### config.mk
export PLATFORM = sky130hd
export DESIGN_NAME = irq_unit
export DESIGN_NICKNAME = d
export VERILOG_FILES = /design/src/verilog/irq_unit_pkg.sv /design/src/verilog/irq_unit.sv /design/src/verilog/irq_prio_arbiter.sv /design/src/verilog/irq_level_stack.sv
export SDC_FILE = /design/constraint.sdc
export NUM_CORES = 1
export LEC_CHECK = 0
export BUFFER_PORTS_ARGS = -buffer_cell sky130_fd_sc_hd__buf_4
export CAP_MARGIN = 0
export CORE_AREA = 5 5 79 81
export CTS_CLUSTER_DIAMETER = 40
export DETAILED_ROUTE_END_ITERATION = 10
export DIE_AREA = 0 0 84 86
export PLACE_DENSITY = 0.9
export SLEW_MARGIN = 20
export SYNTH_ARGS = -nofsm -noshare
export SYNTH_HDL_FRONTEND = slang
export SYNTH_HIERARCHICAL = 1
export SYNTH_SLANG_ARGS = --single-unit
### constraint.sdc
create_clock -name I_CLK -period 12.2 [get_ports I_CLK]
set_input_delay 1.83 -clock I_CLK [delete_from_list [all_inputs] [get_ports I_CLK]]
set_output_delay 1.83 -clock I_CLK [all_outputs]
set_load 0.02 [all_outputs]
### src/verilog/irq_unit_pkg.sv
// Package for the six-source priority interrupt unit.
// Assumes a single 50 MHz core clock and special-register addressing.
package irq_unit_pkg;
  localparam int NUM_SRC = 6;
  localparam int NUM_LVL = 4;
  // Special-register addresses
  localparam logic [7:0] ADDR_IRQ_ENABLE = 8'ha8;
  localparam logic [7:0] ADDR_PRIO_LOW = 8'hb8;
  localparam logic [7:0] ADDR_PRIO_HIGH = 8'hb7;
  localparam logic [7:0] ADDR_IRQ_STATUS = 8'hc0;
  localparam logic [7:0] ADDR_IRQ_MASK = 8'hc1;
  localparam logic [7:0] ADDR_IRQ_ACTIVE = 8'hc2;
  // Field positions of the enable register
  localparam int BIT_GLOBAL_GATE = 7;
  localparam int BIT_EXT0 = 0;
  localparam int BIT_TIMER0 = 1;
  localparam int BIT_EXT1 = 2;
  localparam int BIT_TIMER1 = 3;
  localparam int BIT_SERIAL = 4;
  localparam int BIT_TIMER2 = 5;
  // Reset values
  localparam logic [7:0] RST_IRQ_ENABLE = 8'h00;
  localparam logic [5:0] RST_PRIO = 6'h00;
  localparam logic [5:0] RST_STATUS = 6'h00;
  localparam logic [3:0] RST_ACTIVE = 4'h0;
  // Value returned for reserved bits and unmapped addresses
  localparam logic [7:0] RSVD_READ = 8'h00;
  // Polling order within one level: entry 0 polled first
  localparam logic [2:0] POLL_ORDER [NUM_SRC] = '{
    3'h0, 3'h1, 3'h2, 3'h3, 3'h4, 3'h5};

  // Register bus request
  typedef struct packed {
    logic [7:0] addr;
    logic [7:0] wdata;
    logic wr;
    logic rd;
  } bus_req_t;

  // Request offered to the CPU core
  typedef struct packed {
    logic valid;
    logic [2:0] src;
    logic [1:0] level;
  } irq_req_t;
endpackage

### src/verilog/irq_unit.sv
// Six-source, four-level interrupt controller for an 8-bit core.
// Assumes the core clock drives I_CLK and source requests are synchronous.
//
// Added by the designer: the address-and-strobe port.
`timescale 1ns/1ns
module irq_unit
  import irq_unit_pkg::*;
(
  // Clock and reset
  input wire logic I_CLK,
  input wire logic I_RESET,
  // Register port
  input wire logic [7:0] I_ADDR,
  input wire logic [7:0] I_WDATA,
  input wire logic I_WR,
  input wire logic I_RD,
  output logic [7:0] O_RDATA,
  // Interrupt sources, active-high one-cycle or level requests
  input wire logic I_EXT_REQUEST0_PIN,
  input wire logic I_EXT_REQUEST1_PIN,
  input wire logic I_TIMER0_OVF,
  input wire logic I_TIMER1_OVF,
  input wire logic I_TIMER2_OVF,
  input wire logic I_SERIAL_IRQ,
  // CPU core interface
  output logic O_IRQ_REQ,
  output logic [2:0] O_IRQ_VECTOR,
  output logic [1:0] O_IRQ_LEVEL,
  input wire logic I_IRQ_ACK,
  input wire logic I_IRQ_RET,
  // Summary interrupt for the status/mask logic
  output logic O_IRQ
);
  // All module state in one struct
  typedef struct packed {
    logic [7:0] irq_enable_reg;
    logic [5:0] irq_prio_low_reg;
    logic [5:0] irq_prio_high_reg;
    logic [5:0] status;
    logic [5:0] mask;
    logic [7:0] rdata;
    irq_req_t req;
  } unit_state_t;
  unit_state_t q, d;

  bus_req_t bus;
  logic [NUM_SRC-1:0] raw;
  logic [NUM_SRC-1:0] pend;
  logic [NUM_SRC-1:0] gated;
  logic [NUM_SRC-1:0] eligible;
  logic [NUM_LVL-1:0] active;
  irq_req_t win;
  logic [1:0] cur_level;
  logic any_active;
  logic take_ack;

  assign bus = '{addr: I_ADDR, wdata: I_WDATA, wr: I_WR, rd: I_RD};

  // Source vector in enable-register bit order
  always_comb begin
    raw = '0;
    raw[BIT_EXT0] = I_EXT_REQUEST0_PIN;
    raw[BIT_TIMER0] = I_TIMER0_OVF;
    raw[BIT_EXT1] = I_EXT_REQUEST1_PIN;
    raw[BIT_TIMER1] = I_TIMER1_OVF;
    raw[BIT_SERIAL] = I_SERIAL_IRQ;
    raw[BIT_TIMER2] = I_TIMER2_OVF;
  end

  // Pending sources: sticky status holds short pulses until serviced
  assign pend = raw | q.status;

  // Per-source and global gating
  assign gated = pend & q.irq_enable_reg[NUM_SRC-1:0]
    & {NUM_SRC{q.irq_enable_reg[BIT_GLOBAL_GATE]}};

  // Current handler level from the tracker
  always_comb begin
    cur_level = 2'h0;
    for (int i = 0; i < NUM_LVL; i++) begin
      if (active[i]) cur_level = 2'(i);
    end
  end
  assign any_active = |active;

  // Only sources above the running level may preempt it
  genvar g;
  generate
    for (g = 0; g < NUM_SRC; g++) begin : g_elig
      logic [1:0] lvl;
      assign lvl = {q.irq_prio_high_reg[g], q.irq_prio_low_reg[g]};
      assign eligible[g] = gated[g]
        && (!any_active || lvl > cur_level)
        && !active[NUM_LVL-1];
    end
  endgenerate

  // Level and poll-order selection
  irq_prio_arbiter #(
    .N(NUM_SRC)
  ) u_arb (
    .i_req(eligible),
    .i_prio_high(q.irq_prio_high_reg),
    .i_prio_low(q.irq_prio_low_reg),
    .o_win(win)
  );

  // Acknowledge only counts while a request is offered
  assign take_ack = I_IRQ_ACK && q.req.valid;

  // Nesting tracker
  irq_level_stack u_stk (
    .i_clk(I_CLK),
    .i_reset(I_RESET),
    .i_ack(take_ack),
    .i_ack_level(q.req.level),
    .i_ret(I_IRQ_RET),
    .o_active(active)
  );

  // Next-state logic: registers, status, read data and request
  always_comb begin
    d = q;
    d.rdata = RSVD_READ;
    // Status: set by events, write-one-to-clear, set wins over clear
    if (bus.wr && bus.addr == ADDR_IRQ_STATUS) begin
      d.status = q.status & ~bus.wdata[NUM_SRC-1:0];
    end
    if (take_ack) begin
      // Serviced source leaves the pending set
      d.status[q.req.src] = 1'b0;
    end
    d.status = d.status | raw;
    // Register writes
    if (bus.wr) begin
      if (bus.addr == ADDR_IRQ_ENABLE) begin
        d.irq_enable_reg = bus.wdata & 8'hbf;
      end else if (bus.addr == ADDR_PRIO_LOW) begin
        d.irq_prio_low_reg = bus.wdata[5:0];
      end else if (bus.addr == ADDR_PRIO_HIGH) begin
        d.irq_prio_high_reg = bus.wdata[5:0];
      end else if (bus.addr == ADDR_IRQ_MASK) begin
        d.mask = bus.wdata[5:0];
      end
    end
    // Register reads, data valid the next cycle
    if (bus.rd) begin
      if (bus.addr == ADDR_IRQ_ENABLE) begin
        d.rdata = q.irq_enable_reg;
      end else if (bus.addr == ADDR_PRIO_LOW) begin
        d.rdata = {2'h0, q.irq_prio_low_reg};
      end else if (bus.addr == ADDR_PRIO_HIGH) begin
        d.rdata = {2'h0, q.irq_prio_high_reg};
      end else if (bus.addr == ADDR_IRQ_STATUS) begin
        d.rdata = {2'h0, q.status};
      end else if (bus.addr == ADDR_IRQ_MASK) begin
        d.rdata = {2'h0, q.mask};
      end else if (bus.addr == ADDR_IRQ_ACTIVE) begin
        d.rdata = {4'h0, active};
      end else begin
        d.rdata = RSVD_READ;
      end
    end
    // Offered request is re-evaluated every cycle; cleared on acknowledge
    d.req = take_ack ? '0 : win;
  end

  // State register; the priority registers have no documented reset,
  // cleared anyway so simulation starts from a known level
  always_ff @(posedge I_CLK) begin
    if (I_RESET) begin
      q.irq_enable_reg <= RST_IRQ_ENABLE;
      q.irq_prio_low_reg <= RST_PRIO;
      q.irq_prio_high_reg <= RST_PRIO;
      q.status <= RST_STATUS;
      q.mask <= RST_STATUS;
      q.rdata <= RSVD_READ;
      q.req <= '0;
    end else begin
      q <= d;
    end
  end

  // Outputs
  assign O_RDATA = q.rdata;
  assign O_IRQ_REQ = q.req.valid;
  assign O_IRQ_VECTOR = q.req.src;
  assign O_IRQ_LEVEL = q.req.level;
  assign O_IRQ = |(q.status & q.mask);
endmodule

### src/verilog/irq_prio_arbiter.sv
// Priority arbiter: picks the highest level, then the first in poll order.
// Assumes requests are already gated by the enables.
`timescale 1ns/1ns
module irq_prio_arbiter
  import irq_unit_pkg::*;
#(
  parameter int N = NUM_SRC
) (
  // Requests and their levels
  input wire logic [N-1:0] i_req,
  input wire logic [N-1:0] i_prio_high,
  input wire logic [N-1:0] i_prio_low,
  // Winner
  output irq_req_t o_win
);
  // The winner's source index is three bits wide, so eight sources at most
  if (N < 1 || N > 8) begin : g_bad_n
    $error("irq_prio_arbiter supports one to eight sources");
  end

  // Higher level overrides; within a level, lower bit index wins
  always_comb begin
    logic [1:0] lvl;
    lvl = 2'h0;
    o_win = '0;
    for (int i = N - 1; i >= 0; i--) begin
      lvl = {i_prio_high[i], i_prio_low[i]};
      if (i_req[i] && (!o_win.valid || lvl >= o_win.level)) begin
        o_win.valid = 1'b1;
        o_win.src = 3'(i);
        o_win.level = lvl;
      end
    end
  end
endmodule

### src/verilog/irq_level_stack.sv
// In-progress level tracker for nested handlers.
// Assumes acknowledge and return pulses each last one cycle.
`timescale 1ns/1ns
module irq_level_stack
  import irq_unit_pkg::*;
(
  // Clock and reset
  input wire logic i_clk,
  input wire logic i_reset,
  // Events from the core
  input wire logic i_ack,
  input wire logic [1:0] i_ack_level,
  input wire logic i_ret,
  // Levels in progress, one bit per level
  output logic [NUM_LVL-1:0] o_active
);
  typedef struct packed {
    logic [NUM_LVL-1:0] active;
  } stk_state_t;
  stk_state_t q, d;
  logic [NUM_LVL-1:0] top;

  // One-hot of the highest active level, which is always the most recent
  always_comb begin
    top = '0;
    for (int i = 0; i < NUM_LVL; i++) begin
      if (q.active[i]) top = NUM_LVL'(1) << i;
    end
  end

  // Release on return first, then mark a new acknowledge
  always_comb begin
    d = q;
    if (i_ret) d.active = q.active & ~top;
    if (i_ack) d.active[i_ack_level] = 1'b1;
  end

  // State register
  always_ff @(posedge i_clk) begin
    if (i_reset) q.active <= RST_ACTIVE;
    else q <= d;
  end

  assign o_active = q.active;
endmodule

After elaboration in Yosys (flattened, before gate mapping)
Cells that the tools add are included.
W data, S select, Z words.
{ "totals": {"out_inout_bits": 15, "word_cells": 128, "reg_bits": 49, "inputBits": 28} }
{ "op_classes": {"muxes": 27, "n_reduce_logical": 51, "eq_ne": 6, "bitwise_logic": 16, "magnitude_cmp": 15} }
{ "op_table": {"columns": ["op", "n"], "rows": [
  ["$mux W6", 12],
  ["$eq A8 B8 Y1 const B", 6],
  ["$and A6 B6 Y6", 5],
  ["$logic_and A1 B1 Y1", 21],
  ["$mux W4", 4],
  ["$gt A2 B2 Y1", 6],
  ["$not A6 Y6", 2],
  ["$or A6 B6 Y6", 2],
  ["$reduce_or A6 Y1", 2],
  ["$logic_or A1 B1 Y1", 11],
  ["$ge A2 B2 Y1", 5],
  ["$mux W8", 1],
  ["$reduce_or A4 Y1", 2],
  ["$logic_not A1 Y1", 7],
  ["$reduce_or A7 Y1", 1],
  ["$mux W2", 3],
  ["$reduce_and A5 Y1", 1],
  ["$and A4 B4 Y4", 1],
  ["$lt A3 B4 Y1 const B", 1],
  ["$mux W1", 4],
  ["$not A1 Y1", 4],
  ["$not A4 Y4", 1],
  ["$or A4 B4 Y4", 1],
  ["$reduce_and A4 Y1", 1],
  ["10 further kinds", 11]
]} }

Depth between registers and ports, before layout
{ "depth": {"ltp_word": 28, "mapped_depth": 35} }

Cells and area by module
Netlist, hierarchy kept.
{ "modules_own_cells": {"columns": ["mod", "cells_each", "instances", "seq_area_each_um2", "area_each_um2"], "rows": [
  ["irq_unit", 276, 1, 880.8, 2412.3],
  ["irq_prio_arbiter", 74, 1, 0.0, 559.3],
  ["irq_level_stack", 18, 1, 80.1, 167.7]
]} }

Least setup slack after synthesis
No wires, ideal clock.
{ "synth_timing": {"kind": "input-to-reg", "from": "input port I_TIMER2_OVF", "to": "register q (netlist bit O_IRQ_LEVEL[0])", "arrival_time_ns": 7.623, "required_ns": 12.085, "slack_ns": 4.462, "n_path_buf": 0, "setup_ns": 0.115, "cell_stages": 30, "cell_sequence": "o211ai_1 a21oi_1 nand2_1 ha_1 nand2_2 o2bb2ai_2 mux2i_1 inv_1 ha_1 nand2b_1 a211oi_4 nor2_1 nor2_1 nor2_1 ha_1 nand2b_1 a211oi_2 o22ai_1 o221ai_2 ha_1 a21boi_0 o31ai_2 mux2_4 ha_1 nand2b_1 a21o_1 and2_1 o32a_1 o21a_1 and2_1"} }
{ "synth_lines": {"columns": ["element", "line", "source"], "rows": [
  ["start, declared", "irq_unit.sv:23", "input wire logic I_TIMER2_OVF,"],
  ["end, declared", "irq_unit.sv:44", "unit_state_t q, d;"]
]} }

==> impl_metrics.yaml <==
logic_synthesis:
  syn_inst: 368
  synth_nets: 418
  syn_area_mm2: 0.00314
  ys_types: 60
  synth_warnings: 6
  ys.flop_type: "dfxtp_1"
  synth_edf_count: 0
  yosys_register_bits: 48
  seq_area_frac_synth_pct: 30.6
  async_reset_ff_share_pct: 0
  avgSynthCellArea_um2: 8.53
cts:
  worst_skew_pair.late_latency_ns: 0.31
  numCtsBuffers: 5
  cts.path.max_buffers: 2
  root_buffer: "clkbuf_8"
  hold_buffers: 0
  cts_tree: "built"
  clock-sinks: 48
  postCtsSetupRepairBufs: 0
  cts_resized: 0
  clk_pin_slew_ns: 0.09
  htree_levels: 2
worst_setup_path:
  setup.worst_path.start: "I_TIMER2_OVF"
  slowest_delay_ns: 0.53
  cp_num_cells: 31
  critPathCaptureType: "flop"
  startpoint_type: "input pin"
  rr_worst_depth: 33
  cp_common_cell: "ha_1"
  cp_top_family: "compound AO/OA/AOI/OAI gates"
  cp-endpoint: "O_IRQ_LEVEL[0]$_SDFF_PP0_"
  worstPathBufferInverterCount: 2
  r2r_start: "u_stk/o_active[2]$_SDFF_PP0_"
  criticalPathCategory: "in2reg"
  critPathRequiredTime_ns: 12.41
  critPathSlowestCell: "a21oi_1"
  rrSetupSlack_ns: 4.22
  cp.arrival_ns: 8.55
  r2r_end: "O_IRQ_LEVEL[0]$_SDFF_PP0_"
  crit_fanout: 8
drt:
  vias: 2925
  firstDrtPassIters: 6
  viasPerCell: 6.26
  drt_iter0_drc: 309
  wl_per_cell_um: 17.9
  drc: 0
  wirelength_mm: 8.36
  ant_nets: 0
worst_hold_path:
  hp-class: "reg2reg"
timing:
  slew_headroom_pct: 24.8
  worst_pin_slew_ns: 1.12
  tns_ns: 0
  grt_setup_unrepaired: "no"
  finClkSkew_ns: 0.00671
  hold_viol: 0
  max_freq_mhz: 120
  fin_crit_ns: 8.35
  fin_crit_sh_pct: 68.4
  hold_ws_ns: 0.490
  setup_violations: 0
  drv_slew: 0
die:
  rows: 27
  fp.dieW_um: 84
  initial_core_util_pct: 58.1
  die-area_mm2: 0.00722
  core_mm2: 0.00541
  ios: 43
  fp.dieH_um: 86
placement:
  numPortBuffers: 40
  place_congestion: 0.954
  hpwlAfterDp_mm: 6.30
layout:
  syn_to_final_growth_pct: 11.2
  fin_nets: 444
  drive_above_1_share_pct: 18.0
  diodes: 0
  fillerInstances: 470
power_and_ir_drop:
  combPwrFrac_pct: 8.9
  power.share.clock_pct: 33.8
  seqPwrFrac_pct: 57.2
  internal_power_uw: 209
  p_switching_uw: 71.3
  p_sw_share_pct: 25.4
  powerDensity_mw_per_mm2: 80.3
  ir_worst_vdd_mv: 0.0500
  p_leak_nw: 1.38
global_route:
  grt_pass1_wl_mm: 13.6
  grt.total_usage_pct: 23.4
  grt_pass1_vias: 2893
  grt.overflow.total: 0
  antenna_found_initial: 0
  grt_max_degree: 38
run:
  drv_cap: 0
run_status:
  status: "completed"
area by class of cell:
| type | instances | area, um2 | share of cell area [%] |
|---|---|---|---|
| Clock inverter | 3 | 18.8 | 0.538 |
| Clock buffer | 5 | 68.8 | 1.97 |
| Timing Repair Buffer | 41 | 308 | 8.82 |
| Sequential cell | 48 | 961 | 27.5 |
| Tap cell | 72 | 90.1 | 2.58 |
| Inverter | 33 | 124 | 3.55 |
| Multi-Input combinational cell | 265 | 1920 | 55.0 |
per-stage QoR:
stage	instance area [um2]	util (%)	std cells	worst slack, ns	total power, mW
2_1_floorplan	3140	-	368	4.46	0.175
3_3_place_gp	3400	63.0	459	3.73	0.187
3_5_place_dp	3400	63.0	459	3.57	0.188
5_1_grt	3490	64.6	467	3.31	0.289
6_report	3490	64.6	467	3.85	0.280
4_1_cts	3490	64.6	467	3.86	0.279
per-layer routing:
layer | vias up | track usage [%] | routed length, um
met5 | - | 0 | 0
met4 | 0 | 12.0 | 329
met3 | 38 | 5.38 | 706
met2 | 159 | 40.3 | 4030
met1 | 1367 | 27.4 | 3300
li1 | 1361 | - | -
synth_stat cells, types with 7 or more instances:
library cell | number | area (um2)
nand2b_1 | 9 | 56.3
clkbuf_1 | 7 | 26.3
o21ai_0 | 12 | 60.1
nor2b_1 | 11 | 68.8
and2_1 | 8 | 50.1
inv_1 | 33 | 124
buf_4 | 13 | 97.6
nand2_1 | 19 | 71.3
nor2_1 | 43 | 161
nor3_1 | 13 | 65.1
mux2i_1 | 28 | 280
ha_1 | 22 | 275
a21oi_1 | 15 | 75.1
dfxtp_1 | 48 | 961
kinds of logic (layout without fill, tap and decap cells):
kind of cell | count (synthesis) | count (layout) | share of synthesized area (%)
and+or+nand+nor | 136 | 136 | 23.7
buffers and inverters | 55 | 82 | 8.21
other | 1 | 1 | 0.119
adders and majority gates | 22 | 22 | 8.77
AOI/OAI and AO/OA | 76 | 76 | 18.9
DFF | 48 | 48 | 30.6
muxes | 30 | 30 | 9.76
tightest hold or removal path, cell delays in order, from the launching register on:
cell and delay [ns]:
dfxtp_1 0.33, o31ai_2 0.06, a21oi_1 0.06
state kept, by name, summed over array words and instances (netlist names):
signal / cells
O_IRQ_LEVEL: 2
O_RDATA: 7
q: 19
u_stk/o_active: 4
g_elig.lvl: 12
O_IRQ_REQ: 1
O_IRQ_VECTOR: 3
power groups by stage:
stage	combinational [mW]	sequential [mW]	clock, mW
6_report	0.0250	0.160	0.0948
5_1_grt	0.0267	0.161	0.102
4_1_cts	0.0245	0.160	0.0943
3_5_place_dp	0.0242	0.164	0
3_3_place_gp	0.0236	0.164	0
2_1_floorplan	0.0124	0.163	0
worst min path at each step:
stage / from / to / slack, ns / depth (start not counted)
floorplan: q[45]$_SDFFE_PP0P_ / O_RDATA[7]$_SDFF_PP0_ / 0.44 / 2
global placement: u_stk/o_active[0]$_SDFF_PP0_ / u_stk/o_active[0]$_SDFF_PP0_ / 0.46 / 2
detailed placement: u_stk/o_active[0]$_SDFF_PP0_ / u_stk/o_active[0]$_SDFF_PP0_ / 0.48 / 2
CTS: u_stk/o_active[0]$_SDFF_PP0_ / u_stk/o_active[0]$_SDFF_PP0_ / 0.49 / 2
global route: u_stk/o_active[0]$_SDFF_PP0_ / u_stk/o_active[0]$_SDFF_PP0_ / 0.51 / 2
finish: u_stk/o_active[0]$_SDFF_PP0_ / u_stk/o_active[0]$_SDFF_PP0_ / 0.49 / 2
cell usage in the layout, fill, tap and decap left out, drive strengths merged, types with 4 or more instances in the layout:
cell type  instances
nor3              13
nor4               6
mux2i             28
nor2              44
nand2             20
o32ai              5
o21ai             13
clkbuf             5
nand4              4
and2               8
dfxtp             48
buf               41
o211ai             6
nand2b            10
a222oi             4
a21oi             15
nor2b             11
ha                22
inv               33
nand3              6
No activity file was read; power rests on OpenSTA's default activity.
